## config.mk

```make
export PLATFORM = sky130hd
export DESIGN_NAME = sac_adc_control
export DESIGN_NICKNAME = d
export VERILOG_FILES = /design/src/core/sac_pkg.sv /design/src/core/sac_adc_control.sv
export SDC_FILE = /design/constraint.sdc
export NUM_CORES = 1
export LEC_CHECK = 0
export BUFFER_PORTS_ARGS = -buffer_cell sky130_fd_sc_hd__buf_2
export CORE_MARGIN = 1
export CORE_UTILIZATION = 45
export CTS_BUF_LIST = sky130_fd_sc_hd__clkbuf_2
export DETAILED_ROUTE_END_ITERATION = 12
export PLACE_DENSITY = 0.81
export SLEW_MARGIN = 20
export SYNTH_ARGS = -nofsm -noshare
export SYNTH_HDL_FRONTEND = slang
export SYNTH_SLANG_ARGS = --single-unit
```

## constraint.sdc

```tcl
create_clock -name CLK_I -period 2.38 [get_ports CLK_I]
set_clock_uncertainty 0.15 [all_clocks]
set_input_delay 0.357 -clock CLK_I [delete_from_list [all_inputs] [get_ports CLK_I]]
set_output_delay 0.357 -clock CLK_I [all_outputs]
set_load 0.05 [all_outputs]
```

## src/core/sac_pkg.sv

```systemverilog
// constants, register map and types for the converter control block
package sac_pkg;

   // ****************************************
   // register map (byte offsets, word aligned)
   // ****************************************
   localparam int ADDR_W = 32;
   localparam int OFF_W = 4;
   localparam logic [OFF_W-1:0] OFF_MODE = 4'h0;
   localparam logic [OFF_W-1:0] OFF_RESULT = 4'h4;
   localparam logic [OFF_W-1:0] OFF_GO = 4'h8;
   localparam logic [OFF_W-1:0] OFF_IRQ = 4'hC;

   // ****************************************
   // field positions and reset values
   // ****************************************
   localparam int MODE_SPEED = 7;
   localparam int MODE_TRIG = 6;
   localparam int GO_FLAG = 7;
   localparam int IRQ_REQ = 0;
   localparam int IRQ_EN = 1;
   localparam int IRQ_POL = 2;
   localparam logic [7:0] MODE_RESET = 8'h30;
   localparam logic [1:0] MODE_RSVD = 2'h3;
   localparam logic [6:0] GO_RSVD = 7'h7F;

   // ****************************************
   // conversion timing in system clock cycles
   // ****************************************
   localparam int CNT_W = 6;
   localparam logic [CNT_W-1:0] PERIOD_SLOW = 6'h3E;
   localparam logic [CNT_W-1:0] PERIOD_FAST = 6'h1F;
   localparam logic [CNT_W-1:0] SAR_STEPS = 6'h08;
   localparam logic [7:0] SAR_MSB = 8'h80;

   // ****************************************
   // bus encodings
   // ****************************************
   localparam int TRANS_ACT = 1;
   localparam logic [1:0] RESP_OKAY = 2'h0;

   typedef enum logic [1:0] {
      ST_IDLE,
      ST_SAMPLE,
      ST_RESOLVE
   } sac_state_t;

endpackage : sac_pkg

```

## src/core/sac_adc_control.sv

```systemverilog
// control and status logic of the 8-bit successive-approximation converter
//
// Local design decisions: register access over AHB-Lite and the register offsets.
`timescale 1ns/100ps

module sac_adc_control (
   // clock and reset
   input wire logic CLK_I,
   input wire logic RESET_N_I,
   // ahb-lite slave
   input wire logic HSEL_I,
   input wire logic [sac_pkg::ADDR_W-1:0] HADDR_I,
   input wire logic [1:0] HTRANS_I,
   input wire logic HWRITE_I,
   input wire logic [2:0] HSIZE_I,
   input wire logic [31:0] HWDATA_I,
   input wire logic HREADY_I,
   output logic [31:0] HRDATA_O,
   output logic HREADYOUT_O,
   output logic [1:0] HRESP_O,
   // analog front end
   input wire logic COMP_I,
   output logic [7:0] TRIAL_O,
   output logic SAMPLE_O,
   output logic [2:0] CHAN_O,
   output logic CHAN_EN_O,
   // trigger pin and interrupt request
   input wire logic EXT_TRIGGER_PIN_I,
   output logic IRQ_O
);
   import sac_pkg::*;

   // ****************************************
   // declarations
   // ****************************************
   sac_state_t state;
   sac_state_t next_state;
   logic [CNT_W-1:0] cnt;
   logic [CNT_W-1:0] next_cnt;
   logic [CNT_W-1:0] period_q;
   logic [7:0] trial;
   logic [7:0] next_trial;
   logic [7:0] bit_mask;
   logic [7:0] next_mask;
   logic [7:0] conversion_result;
   logic speed_select;
   logic ext_trigger_enable;
   logic [3:0] input_select;
   logic conv_done_request;
   logic conv_done_irq_enable;
   logic trigger_edge_polarity;
   logic wr_pend;
   logic rd_pend;
   logic [OFF_W-1:0] addr_q;
   logic addr_ok_q;
   logic trig_s1;
   logic trig_s2;
   logic trig_d;

   // ****************************************
   // bus decode
   // ****************************************
   wire ahb_take = HSEL_I & HTRANS_I[TRANS_ACT] & HREADY_I;
   wire addr_ok = (HADDR_I[ADDR_W-1:OFF_W] == '0) &&
                  (HADDR_I[1:0] == 2'h0);
   wire wr_hit = wr_pend & addr_ok_q;
   wire wr_mode = wr_hit & (addr_q == OFF_MODE);
   wire wr_go = wr_hit & (addr_q == OFF_GO);
   wire wr_irq = wr_hit & (addr_q == OFF_IRQ);
   wire sel_mode = addr_ok_q & (addr_q == OFF_MODE);
   wire sel_result = addr_ok_q & (addr_q == OFF_RESULT);
   wire sel_go = addr_ok_q & (addr_q == OFF_GO);
   wire sel_irq = addr_ok_q & (addr_q == OFF_IRQ);

   // ****************************************
   // start, abort and trigger
   // ****************************************
   wire active = (state != ST_IDLE);
   wire sw_start = wr_go & HWDATA_I[GO_FLAG];
   wire sw_abort = wr_go & ~HWDATA_I[GO_FLAG];
   wire trig_rise = trig_s2 & ~trig_d;
   wire trig_fall = ~trig_s2 & trig_d;
   wire trig_hit = trigger_edge_polarity ? trig_rise : trig_fall;
   wire trig_start = trig_hit & ext_trigger_enable & ~active & ~wr_go;
   wire start_any = sw_start | trig_start;
   wire [CNT_W-1:0] start_period =
      speed_select ? PERIOD_FAST : PERIOD_SLOW;
   wire [CNT_W-1:0] sample_end = period_q - SAR_STEPS - 6'h01;

   // ****************************************
   // successive approximation step
   // ****************************************
   // keep bit when input is at or above trial
   wire [7:0] decided = COMP_I ? trial : (trial & ~bit_mask);
   wire finish = (state == ST_RESOLVE) & bit_mask[0];
   // a write to the go register in the same cycle wins over completion
   wire finish_ok = finish & ~wr_go;

   // ****************************************
   // read mux
   // ****************************************
   wire [7:0] mode_rd = {speed_select, ext_trigger_enable,
                         MODE_RSVD, input_select};
   wire [7:0] go_rd = {active, GO_RSVD};
   wire [2:0] irq_rd = {trigger_edge_polarity, conv_done_irq_enable,
                        conv_done_request};
   wire [31:0] rd_word =
      sel_mode ? {24'h000000, mode_rd} :
      sel_result ? {24'h000000, conversion_result} :
      sel_go ? {24'h000000, go_rd} :
      sel_irq ? {29'h00000000, irq_rd} : 32'h00000000;

   // channel decode: 01xx and 10xx are real inputs
   wire chan_valid = input_select[3] ^ input_select[2];
   wire [2:0] chan_idx = {input_select[3], input_select[1:0]};

   // ****************************************
   // next-state logic
   // ****************************************
   always_comb begin
      next_state = state;
      next_cnt = cnt;
      next_trial = trial;
      next_mask = bit_mask;
      if (sw_abort) begin
         next_state = ST_IDLE;
      end else if (start_any) begin
         next_state = ST_SAMPLE;
         next_cnt = '0;
         next_trial = SAR_MSB;
         next_mask = SAR_MSB;
      end else begin
         unique case (state)
            ST_IDLE: begin
               next_state = ST_IDLE;
            end
            ST_SAMPLE: begin
               next_cnt = cnt + 6'h01;
               if (cnt == sample_end) begin
                  next_state = ST_RESOLVE;
               end
            end
            ST_RESOLVE: begin
               next_cnt = cnt + 6'h01;
               next_trial = decided | (bit_mask >> 1);
               next_mask = bit_mask >> 1;
               if (finish) begin
                  next_state = ST_IDLE;
               end
            end
         endcase
      end
   end

   // ****************************************
   // bus slave
   // ****************************************
   always_ff @(posedge CLK_I) begin
      if (!RESET_N_I) begin
         wr_pend <= 1'b0;
         rd_pend <= 1'b0;
         addr_q <= '0;
         addr_ok_q <= 1'b0;
      end else begin
         wr_pend <= ahb_take & HWRITE_I;
         rd_pend <= ahb_take & ~HWRITE_I;
         if (ahb_take) begin
            addr_q <= HADDR_I[OFF_W-1:0];
            addr_ok_q <= addr_ok;
         end
      end
   end

   // reads take one wait state so a write just before is visible
   always_ff @(posedge CLK_I) begin
      if (!RESET_N_I) begin
         HREADYOUT_O <= 1'b1;
         HRDATA_O <= 32'h00000000;
         HRESP_O <= RESP_OKAY;
      end else begin
         HREADYOUT_O <= ~(ahb_take & ~HWRITE_I);
         HRESP_O <= RESP_OKAY;
         if (rd_pend) begin
            HRDATA_O <= rd_word;
         end
      end
   end

   // ****************************************
   // mode and interrupt control registers
   // ****************************************
   always_ff @(posedge CLK_I) begin
      if (!RESET_N_I) begin
         speed_select <= MODE_RESET[MODE_SPEED];
         ext_trigger_enable <= MODE_RESET[MODE_TRIG];
         input_select <= MODE_RESET[3:0];
         conv_done_irq_enable <= 1'b0;
         trigger_edge_polarity <= 1'b0;
      end else begin
         if (wr_mode) begin
            speed_select <= HWDATA_I[MODE_SPEED];
            ext_trigger_enable <= HWDATA_I[MODE_TRIG];
            input_select <= HWDATA_I[3:0];
         end
         if (wr_irq) begin
            conv_done_irq_enable <= HWDATA_I[IRQ_EN];
            trigger_edge_polarity <= HWDATA_I[IRQ_POL];
         end
      end
   end

   // done flag, set wins over clear
   always_ff @(posedge CLK_I) begin
      if (!RESET_N_I) begin
         conv_done_request <= 1'b0;
      end else if (finish_ok) begin
         conv_done_request <= 1'b1;
      end else if (wr_irq & HWDATA_I[IRQ_REQ]) begin
         conv_done_request <= 1'b0;
      end
   end

   always_ff @(posedge CLK_I) begin
      if (!RESET_N_I) begin
         IRQ_O <= 1'b0;
      end else begin
         IRQ_O <= conv_done_request & conv_done_irq_enable;
      end
   end

   // ****************************************
   // trigger synchroniser
   // ****************************************
   // two-stage sync then edge
   always_ff @(posedge CLK_I) begin
      if (!RESET_N_I) begin
         trig_s1 <= 1'b1;
         trig_s2 <= 1'b1;
         trig_d <= 1'b1;
      end else begin
         trig_s1 <= EXT_TRIGGER_PIN_I;
         trig_s2 <= trig_s1;
         trig_d <= trig_s2;
      end
   end

   // ****************************************
   // conversion sequencer
   // ****************************************
   always_ff @(posedge CLK_I) begin
      if (!RESET_N_I) begin
         state <= ST_IDLE;
         cnt <= '0;
         trial <= 8'h00;
         bit_mask <= 8'h00;
         period_q <= PERIOD_SLOW;
      end else begin
         state <= next_state;
         cnt <= next_cnt;
         trial <= next_trial;
         bit_mask <= next_mask;
         if (start_any) begin
            period_q <= start_period;
         end
      end
   end

   always_ff @(posedge CLK_I) begin
      if (finish_ok) begin
         conversion_result <= decided;
      end
   end

   // ****************************************
   // front-end outputs
   // ****************************************
   always_ff @(posedge CLK_I) begin
      if (!RESET_N_I) begin
         TRIAL_O <= 8'h00;
         SAMPLE_O <= 1'b0;
         CHAN_O <= 3'h0;
         CHAN_EN_O <= 1'b0;
      end else begin
         TRIAL_O <= next_trial;
         SAMPLE_O <= (next_state == ST_SAMPLE);
         CHAN_O <= chan_idx;
         CHAN_EN_O <= chan_valid;
      end
   end

   logic [CNT_W-1:0] busy_len;
   always_ff @(posedge CLK_I) begin
      if (!RESET_N_I || sw_abort) begin
         busy_len <= '0;
      end else if (start_any) begin
         busy_len <= 6'h01;
      end else if (active) begin
         busy_len <= busy_len + 6'h01;
      end
   end
endmodule : sac_adc_control

```

==> results by group, run 1 <==
Outcome
  – Status: completed

CTS
  – Clock tree buffer depth: 2
  – Later-pin clock latency in the skew report: 0.52 ns
  – CTS tree: done
  – CTS buffer count: 9
  – Clk root buf: clkbuf_2
  – CTS-repair resized insts: 0
  – Clock transition at the registers of the reported paths: 0.18 ns
  – # clock sinks: 68
  – H-tree depth: 3

Worst setup path
  – Worst setup path start: addr_q[1]
  – Critical path class: reg -> reg
  – Critical Path End Type: flop
  – Arrival time worst endpoint: 2.30 ns
  – Critical Path Sink: TRIAL_O[0]
  – Critical Path Start Type: flop
  – R2R Path Start: addr_q[1]
  – WP data required: 2.67 ns
  – Reg2reg end: TRIAL_O[0]
  – Worst r2r path cells: 4
  – Reg2reg setup slack: 0.37 ns
  – Crit-path max FO: 14

Yosys
  – Ys flop type: dfxtp_1
  – Avg Cell Area, Syn: 9.78 um^2
  – Synth warn: 0
  – Area of the mapped netlist: 3160 um^2
  – Post-synth cell types: 57
  – Ranking of synthesized cells by area: dfxtp_1 (38%), edfxtp_1 (7.6%), buf_4 (6.7%)
  – Yosys top cell area share: 38.0%
  – Synthesized netlist cell count: 323
  – Post-synth top area cell: dfxtp_1
  – Post-synth EDFFs: 8
  – Yosys reg bits: 68
  – Post-synthesis sequential area ratio: 45.6%
  – Share of flip-flops with an asynchronous set or reset: 0%

Layout
  – Syn-to-layout area delta: 21.2%
  – Final Core Density: 56.4%
  – Final #Nets: 493
  – N_diodes: 0
  – FF+latch area: 1440 um^2
  – Multi-input logic area: 1480 um^2
  – Cell Count, Final, Fillers Out: 514
  – Fillcell total: 581
  – Layout cells sized above 1: 26.1%

Global routing
  – Initial antenna violation count: 0
  – Total grt overflow: 0
  – Vias in the first global route: 2601
  – Largest net degree at the start of global routing: 24
  – Total Routing Usage GR: 20.9%
  – First-pass GRT wire length: 11900 um

Floorplan
  – Initial Util: 46.5%
  – Row cnt: 30
  – Die width: 85.8 um
  – Die area: 7360 um^2
  – Io pins: 125
  – Die height: 85.8 um
  – Core area: 6790 um^2

Drt
  – ANT nets after route: 0
  – WL final: 7390 um
  – Iter 0 DRT Violations: 170
  – Via count: 2753
  – Pre-Repair DR Iteration Count: 8
  – WL per Instance: 14.4 um
  – Vias/cell: 5.36
  – DRC violations left: 0

Power
  – Max IR drop VDD: 0.000253 V
  – Overall power: 2.26 mW
  – Leak pwr: 1.66 nW
  – PwrDens: 589 nW/um^2

Placement
  – Port bufs: 68
  – Inst Count DP: 480
  – Detail Placement HPWL: 5070 um
  – RePlAce Congestion: 0.809

STA
  – Fin crit period: 2.01 ns
  – Max Slew Vio Count: 0
  – Fin crit share: 84.5%
  – Max Clk Rate: 0.497 GHz
  – Final hold viol count: 0
  – # setup viols final: 0
  – Worst-Margin Slew: 0.749 ns
  – Setup TNS: 0 ns
  – RSZ-0062 raised after global routing: no
  – Slew headroom: 49.9%

Run
  – Max cap viols: 0

Worst hold path
  – Hold Path Class: in -> reg
[worst min-delay path by stage]
stage                 from        end  slack (ns)  depth (start not counted)
2_1_floorplan      trig_s1    trig_s2        0.24                          1
3_3_place_gp       trig_s1    trig_s2        0.25                          1
3_5_place_dp       trig_s1    trig_s2        0.25                          1
4_1_cts        HADDR_I[24]  addr_ok_q       0.004                          5
5_1_grt           HREADY_I  addr_ok_q        0.02                          4
6_report       HADDR_I[17]  addr_ok_q        0.04                          5
[where the power goes]
group | internal, mW | total [mW] | switching [mW]
registers | 1.17 | 1.17 | 0.00667
clock network | 0.449 | 0.873 | 0.424
logic | 0.0610 | 0.210 | 0.149
[Yosys cell counts (3+ instances only)]
cell / n
inv_1: 13
a211oi_1: 3
ha_1: 4
and2_1: 7
nand3b_1: 3
o211ai_1: 7
o21ai_0: 12
and3_1: 5
a41oi_1: 3
a211oi_2: 4
nand2_1: 22
edfxtp_1: 8
nand3_1: 7
nand2b_1: 3
o221a_2: 6
a31oi_1: 3
nor4_1: 8
o211a_1: 4
mux2i_1: 14
buf_4: 28
nand4_1: 4
xor2_1: 5
a21o_1: 3
nor3_1: 5
nor2_1: 19
clkbuf_1: 9
buf_6: 3
a21oi_1: 17
or3_1: 3
dfxtp_1: 60
[registers in the layout, summed over array words and instances, names as in the netlist, 2 cells and up]
name / count
period_q: 2
HRDATA_O: 8
cnt: 6
state: 2
TRIAL_O: 8
CHAN_O: 3
input_select: 4
conversion_result: 8
addr_q: 4
bit_mask: 8
[cells in the final DEF (no fill, tap or decap), drive strengths merged, types with 4 or more instances in the layout]
| master | Yosys | final |
|---|---|---|
| a211oi | 7 | 7 |
| a21oi | 17 | 17 |
| and2 | 7 | 7 |
| and3 | 5 | 5 |
| buf | 31 | 76 |
| clkbuf | 9 | 10 |
| clkinv | 1 | 4 |
| conb | 1 | 26 |
| dfxtp | 60 | 60 |
| dlygate4sd3 | 0 | 18 |
| edfxtp | 8 | 8 |
| ha | 4 | 4 |
| inv | 13 | 13 |
| mux2i | 14 | 14 |
| nand2 | 22 | 22 |
| nand3 | 7 | 7 |
| nand4 | 4 | 4 |
| nor2 | 20 | 20 |
| nor3 | 7 | 7 |
| nor4 | 8 | 8 |
| o211a | 4 | 4 |
| o211ai | 8 | 8 |
| o21ai | 14 | 14 |
| o221a | 6 | 6 |
| xor2 | 5 | 5 |
[layout make-up]
type	instances	share of cell area (%)
clock inverters	6	2.68
inverters	14	1.37
repair buffers	94	15.2
flip-flops and latches	68	37.6
clock buffers	10	1.31
well taps	96	3.14
multi-input cells	226	38.7
[routing by layer]
layer / global-route usage (%) / up-vias / wire [um]
met3: 4.52 / 29 / 417
met1: 24.5 / 1307 / 3130
met5: 0 / - / 0
li1: - / 1301 / -
met2: 34.9 / 116 / 3610
met4: 12.9 / 0 / 231
[logic make-up (layout without fill, tap and decap cells)]
| family | Yosys count | in the layout | share of synthesized area (%) |
|---|---|---|---|
| xor+xnor | 6 | 6 | 1.66 |
| buf+inv | 54 | 124 | 10.5 |
| flops | 68 | 68 | 45.6 |
| fa+ha+maj | 4 | 4 | 1.58 |
| other cells | 1 | 26 | 0.119 |
| simple gates | 99 | 99 | 17.5 |
| compound gates | 77 | 77 | 18.6 |
| mux | 14 | 14 | 4.43 |
[stage by stage]
stage                     cell area (um^2)  hold slack [ns]  worst slack, ns
final                                 3830           0.0395            0.370
after global routing                  3830           0.0195            0.299
after CTS                             3830          0.00360            0.384
after detailed placement              3500            0.248            0.399
after global placement                3500            0.248            0.453
after floorplan                       3250            0.236            0.431
[worst max-delay path, cell delays in order (launching register included)]
cell and delay, ns:
dfxtp_1 0.39, or4b_1 0.60, o21ai_4 0.43, nor3_1 0.13
a211oi_1 0.24
[what timing repair did]
action	CTS	global route
hold buffers	18	0
buffers inserted	0	0
endpoints found under the setup margin	0	0
endpoints found under the hold margin	18	0
No activity file was read; power rests on OpenSTA's default activity.
==> inputs of run 2 (changes only) <==
==> constraint.sdc (replaced) <==
create_clock -name CLK_I -period 2 [get_ports CLK_I]
set_clock_uncertainty 0.15 [all_clocks]
set_input_delay 0.3 -clock CLK_I [delete_from_list [all_inputs] [get_ports CLK_I]]
set_output_delay 0.3 -clock CLK_I [all_outputs]
set_load 0.05 [all_outputs]
==> results by group, run 2 (synthesis results as in run 1) <==
Outcome
  – Status: completed

Floorplan
  – Core area: 6790 um^2 (unchanged)
  – Die width: 85.8 um (unchanged)
  – Io pins: 125 (unchanged)
  – Row cnt: 30 (unchanged)
  – Initial Util: 46.5% (unchanged)
  – Die height: 85.8 um (unchanged)
  – Die area: 7360 um^2 (unchanged)

Layout
  – Post-route cell area: 4130 um^2 (+7.8%)
  – Most frequent cells in the layout: buf_2 (68), dfxtp_1 (60), dlygate4sd3_1 (39)
  – Final Core Density: 60.8% (+4.4 points)
  – Final #Nets: 524 (+6.3%)
  – Fillcell total: 533 (-8.3%)
  – Layout cells sized above 1: 27.4% (+1.3 points)
  – Cell Count, Final, Fillers Out: 545 (+6.0%)
  – Syn-to-layout area delta: 30.6%
  – Most common cell after layout, fill and taps aside: buf_2
  – N_diodes: 0 (unchanged)

Placement
  – Pre-CTS setup slack: 0.0393 ns (-0.360 ns)
  – Detail Placement HPWL: 5120 um (+0.90%)
  – Inst Count DP: 486 (+1.3%)
  – RePlAce Congestion: 0.876 (+8.2%)
  – Port bufs: 68 (unchanged)
  – Post-DP Area: 3540 um^2 (+1.3%)

Power
  – Max IR drop VDD: 0.000271 V (+7.4%)
  – PwrDens: 632 nW/um^2 (+7.4%)
  – Leak pwr: 1.78 nW (+7.4%)

STA
  – Final hold viol count: 0 (unchanged)
  – # setup viols final: 0 (unchanged)
  – Max Clk Rate: 0.502 GHz
  – Setup TNS: 0 ns (unchanged)
  – RSZ-0062 raised after global routing: yes
  – Fin crit share: 99.6%
  – Max Slew Vio Count: 0 (unchanged)
  – Setup WS post-layout: 0.00784 ns (-0.362 ns)
  – Fin crit period: 1.99 ns

Drt
  – WL per Instance: 15.3 um (+6.6%)
  – ANT nets after route: 0 (unchanged)
  – Iter 0 DRT Violations: 254 (+49%)
  – DRC violations left: 0 (unchanged)
  – WL final: 8350 um (+13%)
  – Vias/cell: 5.28 (-1.5%)
  – Pre-Repair DR Iteration Count: 4 (-4)
  – Via count: 2875 (+4.4%)

Worst setup path
  – Crit-path max FO: 1 (-13)
  – Critical path class: in -> reg
  – Arrival time worst endpoint: 2.32 ns (+0.02 ns)
  – WP data required: 2.33 ns (-0.34 ns)
  – Critical Path End Type: flop
  – Critical Path Start Type: input port

Run
  – Max cap viols: 0 (unchanged)

CTS
  – H-tree depth: 3 (unchanged)
  – # clock sinks: 68 (unchanged)
  – Later-pin clock latency in the skew report: 0.52 ns (about the same)
  – Clock transition at the registers of the reported paths: 0.21 ns (+0.03 ns)
  – CTS tree: done
  – Clk root buf: clkbuf_2
  – CTS buffer count: 9 (unchanged)
  – Clock tree buffer depth: 2 (unchanged)

Global routing
  – First-pass GRT wire length: 13600 um (+14%)
  – Largest net degree at the start of global routing: 23 (-4.2%)
  – Total Routing Usage GR: 23.7% (+2.9 points)
  – GR Util met3: 5.97% (+1.4 points)
  – Total grt overflow: 0 (unchanged)
  – Met1 usage: 28.5% (+4.0 points)
  – GRT Max-Usage Layer: met2
  – Initial antenna violation count: 0 (unchanged)
  – Vias in the first global route: 2809 (+8.0%)
  – Met2 Use GR: 38.9% (+4.0 points)

Worst hold path
  – Hold Path Class: in -> reg
-- run 2: cell types whose count changed in the layout (fill, tap and decap cells not counted) --
cell,change
clkinvlp_4,+3
clkbuf_2,-1
dlygate4sd3_1,+21
a21boi_1,-1
buf_4,+10
bufinv_16,-1
a2111oi_4,+1
a21boi_2,+1
clkinv_1,-1
nor4_1,-2
a2111oi_2,-1
nor4_2,+2
-- run 2: where the power goes --
| part | total, mW | switching (mW) | internal (mW) |
|---|---|---|---|
| Sequential | 1.40 | 0.00839 | 1.39 |
| Clock | 0.922 | 0.517 | 0.405 |
| Combinational | 0.291 | 0.190 | 0.100 |
-- run 2: stage by stage --
step | power (mW) | hold WS, ns
after floorplan | 1.62 | 0.236
after detailed placement | 1.65 | 0.253
after global placement | 1.64 | 0.247
after CTS | 2.59 | 0.00992
final | 2.61 | 0.0216
after global routing | 2.69 | 0.0215
-- run 2: final timing paths --
check	to	slack, ns	cells after the start	startpoint
setup / recovery	addr_ok_q	0.008	7	HADDR_I[17]
hold / removal	addr_ok_q	0.02	4	HREADY_I
setup reg to reg	ext_trigger_enable	0.09	5	addr_ok_q
hold reg to reg	trig_s2	0.28	1	trig_s1
-- run 2: per-layer routing --
layer,part of all wire (%),wire [um]
met1,42,3470
met4,3.4,281
met5,0,0
met2,49,4100
met3,6.0,501
-- run 2: critical path, cell delays in order --
cell and delay [ns]:
dlygate4sd3_1 0.53, buf_2 0.13, nor4_2 0.18, dlygate4sd3_1 0.61, nand4_1 0.09, or3_1 0.32, a21oi_1 0.15
-- run 2: cell type report --
cell class	count	area [um^2]	area share [%]
inverter	14	52.6	1.27
clock buffer	9	45.0	1.09
timing repair buffer	125	866	21.0
clock inverter	7	91.3	2.21
multi-input combinational	226	1510	36.6
tap	96	120	2.91
sequential	68	1440	34.9
-- run 2: repair_timing --
action	CTS	global route
buffers inserted	0	4
endpoints found under the hold margin	19	1
resized for setup	0	4
hold buffers	37	3
setup endpoints to repair	0	10
